===== config.mk =====
export PLATFORM = sky130hd
export DESIGN_NAME = host_serial_port
export DESIGN_NICKNAME = d
export VERILOG_FILES = /design/src/design/serial_port_pkg.sv /design/src/design/byte_stream_if.sv /design/src/design/stream_fifo.sv /design/src/design/host_serial_port.sv
export SDC_FILE = /design/constraint.sdc
export NUM_CORES = 1
export LEC_CHECK = 0
export ABC_AREA = 0
export BUFFER_PORTS_ARGS = -buffer_cell sky130_fd_sc_hd__buf_2
export CORE_ASPECT_RATIO = 0.8
export CORE_MARGIN = 2
export CORE_UTILIZATION = 61
export DETAILED_ROUTE_END_ITERATION = 12
export PLACE_DENSITY = 0.88
export SYNTH_ARGS = -nofsm -noshare
export SYNTH_HDL_FRONTEND = slang
export SYNTH_HIERARCHICAL = 1
export SYNTH_SLANG_ARGS = --single-unit

===== constraint.sdc =====
create_clock -name core_clk -period 3.75 [get_ports core_clk]
set_input_delay 0.9375 -clock core_clk [delete_from_list [all_inputs] [get_ports core_clk]]
set_output_delay 0.9375 -clock core_clk [all_outputs]
set_load 0.05 [all_outputs]

===== src/design/serial_port_pkg.sv =====
// constants and state types of the host serial port
`default_nettype none
package serial_port_pkg;
    localparam int DATA_W = 8;
    localparam int FIFO_DEPTH = 4;
    localparam int CLK_HZ = 10_000_000;
    localparam int BAUD_RATE = 115_200;
    localparam int BIT_CYCLES = CLK_HZ / BAUD_RATE;
    localparam int HALF_CYCLES = BIT_CYCLES / 2;
    localparam int FRAME_BITS = 10;
    localparam int FRAME_CYCLES = FRAME_BITS * BIT_CYCLES;
    localparam int CNT_W = 16;
    localparam int BITS_W = 4;
    localparam logic LINE_IDLE = 1'b1;
    localparam logic [BITS_W-1:0] LAST_BIT = 4'h7;
    localparam logic [CNT_W-1:0] BIT_LAST = CNT_W'(BIT_CYCLES - 1);
    localparam logic [CNT_W-1:0] HALF_LAST = CNT_W'(HALF_CYCLES - 1);
    typedef enum logic [1:0] {TX_IDLE, TX_START, TX_DATA, TX_STOP} tx_state_t;
    typedef enum logic [1:0] {RX_IDLE, RX_START, RX_DATA, RX_STOP} rx_state_t;
endpackage : serial_port_pkg
`default_nettype wire


===== src/design/byte_stream_if.sv =====
// valid/ready stream carrier between the receiver and its buffer
`default_nettype none
interface byte_stream_if #(parameter int W = 8);
    logic [W-1:0] wrData;
    logic wrValid;
    logic wrReady;
    logic [W-1:0] rdData;
    logic rdValid;
    logic rdReady;
    modport buffer (input wrData, input wrValid, output wrReady,
                    output rdData, output rdValid, input rdReady);
    modport user (output wrData, output wrValid, input wrReady,
                  input rdData, input rdValid, output rdReady);
endinterface : byte_stream_if
`default_nettype wire


===== src/design/stream_fifo.sv =====
// small synchronous fifo with valid/ready on both sides
`default_nettype none
module stream_fifo #(
    parameter int WIDTH = 8,
    parameter int DEPTH = 4
) (
    // clock and reset
    input wire logic core_clk,
    input wire logic reset_n,
    // stream sides
    byte_stream_if.buffer f
);
    localparam int PW = $clog2(DEPTH);
    localparam int CW = $clog2(DEPTH + 1);
    localparam logic [CW-1:0] FULL = CW'(DEPTH);

    logic [WIDTH-1:0] mem [DEPTH];
    logic [PW-1:0] wrPtr, rdPtr, next_wrPtr, next_rdPtr;
    logic [CW-1:0] count, next_count;
    logic doWrite, doRead;

    assign f.wrReady = (count != FULL);
    assign f.rdValid = (count != '0);
    assign f.rdData = mem[rdPtr];

    always_comb begin
        doWrite = f.wrValid && f.wrReady;
        doRead = f.rdValid && f.rdReady;
        next_wrPtr = doWrite ? PW'((32'(wrPtr) + 1) % DEPTH) : wrPtr;
        next_rdPtr = doRead ? PW'((32'(rdPtr) + 1) % DEPTH) : rdPtr;
        next_count = count;
        if (doWrite && !doRead) begin
            next_count = count + 1'b1;
        end else if (doRead && !doWrite) begin
            next_count = count - 1'b1;
        end
    end

    always_ff @(posedge core_clk) begin
        if (!reset_n) begin
            wrPtr <= '0;
            rdPtr <= '0;
            count <= '0;
        end else begin
            wrPtr <= next_wrPtr;
            rdPtr <= next_rdPtr;
            count <= next_count;
        end
    end

    // storage needs no reset
    always_ff @(posedge core_clk) begin
        if (doWrite) begin
            mem[wrPtr] <= f.wrData;
        end
    end

    chk_count_bound: assert property (@(posedge core_clk) disable iff (!reset_n)
        count <= FULL) else $error("fifo count beyond depth");
endmodule : stream_fifo
`default_nettype wire


===== src/design/host_serial_port.sv =====
// host-side asynchronous serial port with optional hardware flow control
`default_nettype none
module host_serial_port (
    // clock and reset
    input wire logic core_clk,
    input wire logic reset_n,
    // host pins
    output logic host_tx_line,
    input wire logic host_rx_line,
    input wire logic host_clear_to_send_n,
    output logic host_ready_to_send_n,
    // configuration
    input wire logic flowCtrlEn,
    // transmit data from device logic
    input wire logic [serial_port_pkg::DATA_W-1:0] txData,
    input wire logic txValid,
    output logic txReady,
    // receive data to device logic
    output logic [serial_port_pkg::DATA_W-1:0] rxData,
    output logic rxValid,
    input wire logic rxReady,
    // receive status pulses
    output logic rxFrameErr,
    output logic rxOverrun
);
    import serial_port_pkg::*;

    // pin synchronisers
    logic rxMeta, rxSync, ctsMeta, ctsSync;
    always_ff @(posedge core_clk) begin
        if (!reset_n) begin
            rxMeta <= LINE_IDLE;
            rxSync <= LINE_IDLE;
            ctsMeta <= 1'b1;
            ctsSync <= 1'b1;
        end else begin
            rxMeta <= host_rx_line;
            rxSync <= rxMeta;
            ctsMeta <= host_clear_to_send_n;
            ctsSync <= ctsMeta;
        end
    end

    // transmitter
    tx_state_t txState, next_txState;
    logic [CNT_W-1:0] txCnt, next_txCnt;
    logic [BITS_W-1:0] txBit, next_txBit;
    logic [DATA_W-1:0] txShift, next_txShift, txHold, next_txHold;
    logic txPend, next_txPend, next_txReady, next_txLine;
    logic txGo;

    always_comb begin
        next_txState = txState;
        next_txCnt = txCnt;
        next_txBit = txBit;
        next_txShift = txShift;
        next_txHold = txHold;
        next_txPend = txPend;
        next_txLine = host_tx_line;
        // cts is consulted only here, at the frame boundary
        txGo = txPend && (!flowCtrlEn || !ctsSync);
        if (txValid && txReady) begin
            next_txHold = txData;
            next_txPend = 1'b1;
        end
        unique case (txState)
            TX_IDLE: begin
                next_txLine = LINE_IDLE;
                if (txGo) begin
                    next_txState = TX_START;
                    next_txShift = txHold;
                    next_txPend = 1'b0;
                    next_txCnt = '0;
                    next_txLine = 1'b0;
                end
            end
            TX_START, TX_DATA: begin
                // frame runs to completion whatever cts does
                next_txCnt = txCnt + 1'b1;
                if (txCnt == BIT_LAST) begin
                    next_txCnt = '0;
                    next_txLine = txShift[0];
                    next_txShift = txShift >> 1;
                    next_txState = TX_DATA;
                    if (txState == TX_START) begin
                        next_txBit = '0;
                    end else if (txBit == LAST_BIT) begin
                        next_txState = TX_STOP;
                        next_txLine = LINE_IDLE;
                    end else begin
                        next_txBit = txBit + 1'b1;
                    end
                    if (txState == TX_DATA && txBit != LAST_BIT) begin
                        next_txLine = txShift[0];
                    end
                end
            end
            TX_STOP: begin
                next_txCnt = txCnt + 1'b1;
                if (txCnt == BIT_LAST) begin
                    next_txState = TX_IDLE;
                    next_txCnt = '0;
                end
            end
        endcase
        next_txReady = !next_txPend;
    end

    // reset clears every piece of state at once
    always_ff @(posedge core_clk) begin
        if (!reset_n) begin
            txState <= TX_IDLE;
            txCnt <= '0;
            txBit <= '0;
            txShift <= '0;
            txHold <= '0;
            txPend <= 1'b0;
            txReady <= 1'b0;
            host_tx_line <= LINE_IDLE;
        end else begin
            txState <= next_txState;
            txCnt <= next_txCnt;
            txBit <= next_txBit;
            txShift <= next_txShift;
            txHold <= next_txHold;
            txPend <= next_txPend;
            txReady <= next_txReady;
            host_tx_line <= next_txLine;
        end
    end

    // receiver and its buffer
    byte_stream_if #(.W(DATA_W)) rxq ();
    rx_state_t rxState, next_rxState;
    logic [CNT_W-1:0] rxCnt, next_rxCnt;
    logic [BITS_W-1:0] rxBit, next_rxBit;
    logic [DATA_W-1:0] rxShift, next_rxShift, next_rxData;
    logic next_rxValid, next_rxFrameErr, next_rxOverrun, next_rtsN;

    stream_fifo #(.WIDTH(DATA_W), .DEPTH(FIFO_DEPTH)) rxFifo (
        .core_clk(core_clk),
        .reset_n(reset_n),
        .f(rxq.buffer)
    );

    assign rxq.wrData = rxShift;
    assign rxq.rdReady = !rxValid || rxReady;

    always_comb begin
        next_rxState = rxState;
        next_rxCnt = rxCnt + 1'b1;
        next_rxBit = rxBit;
        next_rxShift = rxShift;
        next_rxFrameErr = 1'b0;
        next_rxOverrun = 1'b0;
        rxq.wrValid = 1'b0;
        unique case (rxState)
            RX_IDLE: begin
                next_rxCnt = '0;
                if (!rxSync) begin
                    next_rxState = RX_START;
                end
            end
            RX_START: begin
                if (rxCnt == HALF_LAST) begin
                    next_rxCnt = '0;
                    next_rxBit = '0;
                    next_rxState = rxSync ? RX_IDLE : RX_DATA;
                end
            end
            RX_DATA: begin
                if (rxCnt == BIT_LAST) begin
                    next_rxCnt = '0;
                    next_rxShift = {rxSync, rxShift[DATA_W-1:1]};
                    next_rxBit = rxBit + 1'b1;
                    if (rxBit == LAST_BIT) begin
                        next_rxState = RX_STOP;
                    end
                end
            end
            RX_STOP: begin
                if (rxCnt == BIT_LAST) begin
                    next_rxState = RX_IDLE;
                    next_rxCnt = '0;
                    rxq.wrValid = rxSync;
                    next_rxFrameErr = !rxSync;
                    next_rxOverrun = rxSync && !rxq.wrReady;
                end
            end
        endcase
        next_rxData = rxData;
        next_rxValid = rxValid && !rxReady;
        if (rxq.rdValid && rxq.rdReady) begin
            next_rxData = rxq.rdData;
            next_rxValid = 1'b1;
        end
        // busy while the buffer is full; inactive high without flow control
        next_rtsN = !(flowCtrlEn && rxq.wrReady);
    end

    always_ff @(posedge core_clk) begin
        if (!reset_n) begin
            rxState <= RX_IDLE;
            rxCnt <= '0;
            rxBit <= '0;
            rxShift <= '0;
            rxData <= '0;
            rxValid <= 1'b0;
            rxFrameErr <= 1'b0;
            rxOverrun <= 1'b0;
            host_ready_to_send_n <= 1'b1;
        end else begin
            rxState <= next_rxState;
            rxCnt <= next_rxCnt;
            rxBit <= next_rxBit;
            rxShift <= next_rxShift;
            rxData <= next_rxData;
            rxValid <= next_rxValid;
            rxFrameErr <= next_rxFrameErr;
            rxOverrun <= next_rxOverrun;
            host_ready_to_send_n <= next_rtsN;
        end
    end

    // frame length helper
    logic [CNT_W-1:0] busyCnt;
    always_ff @(posedge core_clk) begin
        if (!reset_n || txState == TX_IDLE) begin
            busyCnt <= '0;
        end else begin
            busyCnt <= busyCnt + 1'b1;
        end
    end

    chk_start_gate: assert property (@(posedge core_clk) disable iff (!reset_n)
        (txState == TX_IDLE ##1 txState == TX_START) |-> $past(!flowCtrlEn || !ctsSync))
        else $error("frame started while clear-to-send high");
    chk_cts_ignored: assert property (@(posedge core_clk) disable iff (!reset_n)
        (txState == TX_IDLE && txPend && !flowCtrlEn) |=> txState == TX_START)
        else $error("frame held back with flow control off");
    chk_frame_whole: assert property (@(posedge core_clk) disable iff (!reset_n)
        (txState == TX_STOP && txCnt == BIT_LAST) |-> busyCnt == CNT_W'(FRAME_CYCLES - 1))
        else $error("frame cut short");
    chk_start_bit: assert property (@(posedge core_clk) disable iff (!reset_n)
        (txState == TX_IDLE ##1 txState == TX_START) |=> !host_tx_line [*8])
        else $error("start bit not low");
    chk_idle_line: assert property (@(posedge core_clk) disable iff (!reset_n)
        $past(txState) == TX_IDLE && txState == TX_IDLE |-> host_tx_line)
        else $error("idle line not high");
    chk_rts_off: assert property (@(posedge core_clk) disable iff (!reset_n)
        !flowCtrlEn |=> host_ready_to_send_n)
        else $error("ready-to-send active without flow control");
    chk_rts_ready: assert property (@(posedge core_clk) disable iff (!reset_n)
        (flowCtrlEn && rxq.wrReady) |=> !host_ready_to_send_n)
        else $error("ready-to-send high with room");
    chk_rts_busy: assert property (@(posedge core_clk) disable iff (!reset_n)
        (flowCtrlEn && !rxq.wrReady) |=> host_ready_to_send_n)
        else $error("ready-to-send low while full");
    chk_rx_push: assert property (@(posedge core_clk) disable iff (!reset_n)
        rxq.wrValid |-> rxState == RX_STOP && rxCnt == BIT_LAST && rxSync)
        else $error("byte pushed outside stop bit");
    chk_reset_clear: assert property (@(posedge core_clk)
        !reset_n |=> txState == TX_IDLE && host_tx_line && host_ready_to_send_n && !rxValid)
        else $error("reset left state behind");
endmodule : host_serial_port
`default_nettype wire


# --- Yosys cells after proc, flatten, opt, wreduce, memory -nomap -nowiden ---
# Memory sizes are Yosys's and may differ from the RTL's. A register that Yosys moved wholly into a read port is not among the register bits.
# Index checks and enable logic that the tools add are counted.
# W data, S select, Z words.
word_totals:
  ff_bits: 86
  latch_bits: 0
  ramBits: 32
  rom_bits: 0
  input_bits: 15
  out_inout_bits: 14
  word_cells: 137
  n_memories: 1
memory_table:
  columns: ["name", "words", "width", "rd", "rd_ports_with_merged_regs", "wr", "line", "rtl"]
  rows:
  - ["rxFifo.mem", 4, 8, 1, 1, 1, "stream_fifo.sv:17", "logic [WIDTH-1:0] mem [DEPTH];"]
op_classes:
  add_sub_neg: 8
  multipliers: 0
  div: 0
  order_cmp: 0
  eq_ne: 22
  n_shift: 0
  mux: 43
  bitwise_logic: 0
  reduce_logical: 40
op_table:
  columns: ["op", "count"]
  rows:
  - ["$mux W16", 4]
  - ["$pmux W16 S3", 1]
  - ["$add A16 B1 Y16 const B", 2]
  - ["$eq A16 B7 Y1 const B", 2]
  - ["$pmux W16 S2", 1]
  - ["$mux W2", 9]
  - ["$ne A2 B2 Y1 const B", 9]
  - ["$eq A16 B6 Y1 const B", 1]
  - ["$mux W4", 4]
  - ["$mux W8", 2]
  - ["$pmux W8 S2", 1]
  - ["$mux W1", 15]
  - ["$reduce_and A3 Y1", 5]
  - ["$logic_not A1 Y1", 11]
  - ["$logic_and A1 B1 Y1", 10]
  - ["$add A4 B1 Y4 const B", 2]
  - ["$eq A2 B2 Y1 const B", 4]
  - ["$eq A4 B3 Y1 const B", 2]
  - ["$pmux W2 S4", 1]
  - ["$pmux W4 S2", 1]
  - ["$mux W3", 2]
  - ["$pmux W2 S3", 1]
  - ["$reduce_bool A2 Y1", 3]
  - ["$reduce_and A5 Y1", 1]
  - ["other kinds (13)", 19]

# --- Longest topological paths before layout ---
logic_depth:
  depth_word: 8
  mapped_depth: 13
  depth_no_buf: 13

# --- Cells and area by module ---
# The synthesis kept the hierarchy.
by_module_without_submodules:
  columns: ["module", "instances", "cells_per_inst", "area_per_inst_um2", "seq_area_each_um2"]
  rows:
  - ["host_serial_port", 1, 486, 4140.2, 1741.7]
  - ["stream_fifo", 1, 90, 1656.6, 1141.1]

# --- Worst setup path before layout ---
# OpenSTA, ideal clock, no wires.
synth_timing:
  path_type: "input port to flip-flop"
  startpoint: "in rxReady"
  endpoint: "reg rxFifo.count[2]"
  arrival_time_ps: 2640
  required_ps: 3674
  setup_slack_ps: 1035
  stages: 9
  path_buffers: 1
  cell_sequence: "nand2b_1 > clkbuf_1 > o31ai_4 > ha_1 > inv_1 > fa_1 > xor2_1 > or3_1 > a21boi_0"
synth_between:
  elab_chain_len: 5
  word_cells_on_any_way: 7
  cone_classes: "mux (1); reduce/logical (6)"
synth_lines:
  columns: ["element", "line", "rtl"]
  rows:
  - ["from (decl)", "host_serial_port.sv:21", "input wire logic rxReady,"]
  - ["$logic_or A1 B1 Y1 (*)", "host_serial_port.sv:147", "assign rxq.rdReady = !rxValid || rxReady;"]
  - ["named net rxq.rdReady", "byte_stream_if.sv:9", "logic rdReady;"]
  - ["$logic_and A1 B1 Y1 (*)", "stream_fifo.sv:28", "doRead = f.rdValid && f.rdReady;"]
  - ["$logic_not A1 Y1", "stream_fifo.sv:32", "if (doWrite && !doRead) begin"]
  - ["$logic_and A1 B1 Y1", "stream_fifo.sv:32", null]
  - ["$mux W3 / $reduce_bool A2 Y1 (equally long branches)", null, null]
  - ["to (signal assigned)", "stream_fifo.sv:47", "count <= next_count;"]
  - ["to (decl)", "stream_fifo.sv:19", "logic [CW-1:0] count, next_count;"]
# Mark *: on every way through the listed nets, which the timed path passes. The rest lies on a longest branch.
# A chain may end at the register's enable or synchronous reset.

# --- Final worst setup path ---
layout_timing:
  startpoint: "reg rxCnt[0]"
  endpoint: "reg rxFifo.count[2]"
layout_between:
  elab_chain_len: 7
  word_cells_on_any_way: 9
  cone_classes: "eq/ne (1); mux (3); reduce/logical (5)"
layout_lines:
  columns: ["element", "line", "rtl"]
  rows:
  - ["from (decl)", "host_serial_port.sv:135", "logic [CNT_W-1:0] rxCnt, next_rxCnt;"]
  - ["from (signal assigned)", "host_serial_port.sv:214", "rxCnt <= next_rxCnt;"]
  - ["$eq A16 B7 Y1 (*)", "host_serial_port.sv:182", "if (rxCnt == BIT_LAST) begin"]
  - ["$mux W1 (*)", "host_serial_port.sv:182", null]
  - ["$mux W1 (*)", "host_serial_port.sv:157", "unique case (rxState)"]
  - ["named net rxq.wrValid", "byte_stream_if.sv:5", "logic wrValid;"]
  - ["$logic_and A1 B1 Y1 (*)", "stream_fifo.sv:27", "doWrite = f.wrValid && f.wrReady;"]
  - ["named net rxFifo.doWrite", "stream_fifo.sv:20", "logic doWrite, doRead;"]
  - ["$logic_not A1 Y1", "stream_fifo.sv:34", "end else if (doRead && !doWrite) begin"]
  - ["$logic_and A1 B1 Y1", "stream_fifo.sv:34", null]
  - ["$reduce_bool A2 Y1 (no source line)", null, null]
# Marks and branches as above.

==> flow_metrics.py <==
metrics = {
    "worst_setup_path": {
        "criticalPathCategory": "flop to flop",
        "critPathCaptureType": "flop",
        "crit_fanout": 7,
        "r2r_cells": 12,
        "critPathArrivalTime_ns": 3.32,
        "critPathRequiredTime_ns": 4.09,
        "crit_path_start_kind": "flop",
    },
    "floorplanning": {
        "start_util": 0.633,
        "die_h_um": 91.2,
        "core_area_mm2": 0.00915,
        "io_pins": 29,
        "num_rows": 31,
        "die_x_um": 113,
        "design.die.area_mm2": 0.0103,
    },
    "yosys": {
        "async_reset_ff_frac": 0,
        "synth_top_area_share": 0.332,
        "yosysMostFrequentCell": "dfxtp_1",
        "seq_area_frac_synth": 0.497,
        "synth_seq_cells": 128,
        "yosysWarningCount": 6,
        "syn_inst": 576,
        "ys_types": 65,
        "avgSynthCellArea_um2": 10.1,
        "syn_nets": 608,
        "synth.largest_area_cell": "dfxtp_1",
        "synth_edf_count": 32,
        "yosys-top-cells-area": "dfxtp_1 33%, edfxtp_1 17%, nand3_1 4.2%, nand2_1 3.9%, a21oi_1 3.6%",
        "syn-cell-area_mm2": 0.00580,
        "synth_flop_cell": "dfxtp_1",
        "synth_top_cells_by_count": "96 x dfxtp_1, 61 x nand2_1, 49 x nand3_1",
    },
    "clock_network": {
        "cts_tree": "built",
        "clockBufferDepth": 2,
        "clk_pin_slew_ns": 0.06,
        "cts_hold_buf": 0,
        "htreeDepth": 4,
        "clock_sinks": 128,
        "post_cts_resized": 0,
        "worstSkewPairLatency_ns": 0.42,
        "numCtsBuffers": 17,
        "post-cts-setup-buffers": 0,
        "cts-root-buf": "clkbuf_16",
    },
    "timing": {
        "rsz0062_at_grt": "false",
        "worst_slew_pin_slew_ns": 1.08,
        "period_share": 0.794,
        "max_freq_mhz": 336,
        "slew_violations": 0,
        "setup_tns_ns": 0,
        "min_period_ns": 2.98,
        "slew_headroom": 0.273,
        "skew_ns": 0.00937,
        "hold_viol": 0,
        "setup_violations": 0,
    },
    "drt": {
        "antenna_left": 0,
        "dr.pass1.iters": 10,
        "post_drt_wl_per_cell_um": 18.1,
        "first_iter_violations": 536,
        "vias": 4715,
        "vias_per_cell": 6.54,
        "drt_wl_total_mm": 13.1,
        "drc": 3,
    },
    "final_layout": {
        "n_antenna_cell": 0,
        "final_cells": 721,
        "area_delta_synth_final_pct": 13.3,
        "fin_area_mm2": 0.00657,
        "nets": 625,
        "drive_above_1_share": 0.139,
        "nFillCells": 634,
    },
    "job": {
        "cap_violations": 0,
    },
    "min_path": {
        "hp-class": "flop to flop",
        "hold_path_depth": 1,
    },
    "pwr": {
        "power.leakage_nw": 2.24,
        "irDropWorstVdd_mv": 0.393,
        "power_w": 0.00328,
        "pwr_density_cell_mw_per_mm2": 500,
    },
    "grt": {
        "grt_antenna_before_repair": 0,
        "grt_max_degree": 55,
        "grt_pass1_vias": 4564,
        "overflow": 0,
        "grt_use_total": 0.261,
        "grt_pass1_wl_mm": 21.4,
    },
    "placed_design": {
        "dpl_cell_area_mm2": 0.00596,
        "dp.cells": 689,
        "gp_congestion": 0.872,
        "io_buffers": 28,
        "hpwl_mm": 8.21,
    },
    "status": {
        "status": "finished, violations left",
        "violations": "design-rule violations",
    },
}
==> placed cells by master (no fill, tap or decap), drive strengths merged, types with 9 or more instances in the layout <==
| master | instances |
|---|---|
| a31oi | 13 |
| dfxtp | 96 |
| inv | 16 |
| clkbuf | 19 |
| nor3 | 26 |
| o21ai | 23 |
| nand3 | 50 |
| ha | 16 |
| buf | 30 |
| a21oi | 43 |
| nand2b | 9 |
| nor2 | 13 |
| xor2 | 10 |
| and2 | 13 |
| edfxtp | 32 |
| nand2 | 61 |
| nand4 | 16 |
==> kinds of logic (layout without fill, tap and decap cells) <==
group,count (synthesis),after routing,synth area share
AO/OA/AOI/OAI,118,118,0.133
XOR/XNOR,18,18,0.0272
adder cells (fa/ha/maj),17,17,0.0380
buffers and inverters,47,77,0.0332
flip-flops,128,128,0.497
multiplexers,13,13,0.0397
AND/OR/NAND/NOR,235,235,0.232
==> stage by stage <==
stage          hold slack (ns)  worst slack, ns   util
4_1_cts                  0.409            0.798  0.717
5_1_grt                  0.431            0.562  0.717
2_1_floorplan            0.386             1.03      -
3_5_place_dp             0.396            0.819  0.651
3_3_place_gp             0.394            0.893  0.651
6_report                 0.408            0.771  0.717
==> metal layers <==
| metal | vias up | global-route usage | wire, um |
|---|---|---|---|
| li1 | 2191 | - | - |
| met1 | 2227 | 0.336 | 5530 |
| met2 | 245 | 0.421 | 6230 |
| met3 | 52 | 0.0781 | 959 |
| met4 | 0 | 0.0935 | 351 |
| met5 | - | 0 | 0 |
==> final cells by class <==
class	count	area (um^2)	area share
sequential	128	2880	0.439
multi-input combinational	401	2720	0.415
clock buffer	19	443	0.0675
clock inverter	13	163	0.0248
timing repair buffer	30	155	0.0236
tap	115	144	0.0219
inverter	15	56.3	0.00858
==> final timing paths <==
| kind | from | to | slack [ns] |
|---|---|---|---|
| setup / recovery | rxCnt[0] | rxFifo/count[2] | 0.77 |
| hold / removal | rxMeta | rxSync | 0.41 |
| setup reg to reg | rxCnt[0] | rxFifo/count[2] | 0.77 |
| hold reg to reg | rxMeta | rxSync | 0.41 |
==> sequential cells by signal (all words and copies together) (netlist names), 2 cells and up, named ones only <==
name,cells
txBit,4
txState,2
rxFifo/rdPtr,2
rxFifo/mem,32
rxData,8
txCnt,16
txShift,8
rxCnt,16
txHold,8
rxBit,4
rxShift,8
rxFifo/wrPtr,2
rxFifo/count,3
==> report_power, final <==
group,leakage [nW],internal (W),total [W],switching [W]
Combinational,0.874,0.0000423,0.000168,0.000125
Sequential,1.07,0.00142,0.00144,0.0000126
Clock,0.291,0.00106,0.00167,0.000613
==> worst max-delay path: stages (launching register included) <==
cell and delay, ns:
dfxtp_1 0.43, ha_1 0.20, and3b_1 0.19, nand2_1 0.17
nor2_1 0.20, and2_1 0.15, a21boi_4 0.27, ha_1 0.22
inv_1 0.06, fa_1 0.37, xor2_1 0.17, or3_1 0.31
a21boi_0 0.16
Power figures use the tool's default switching activity.
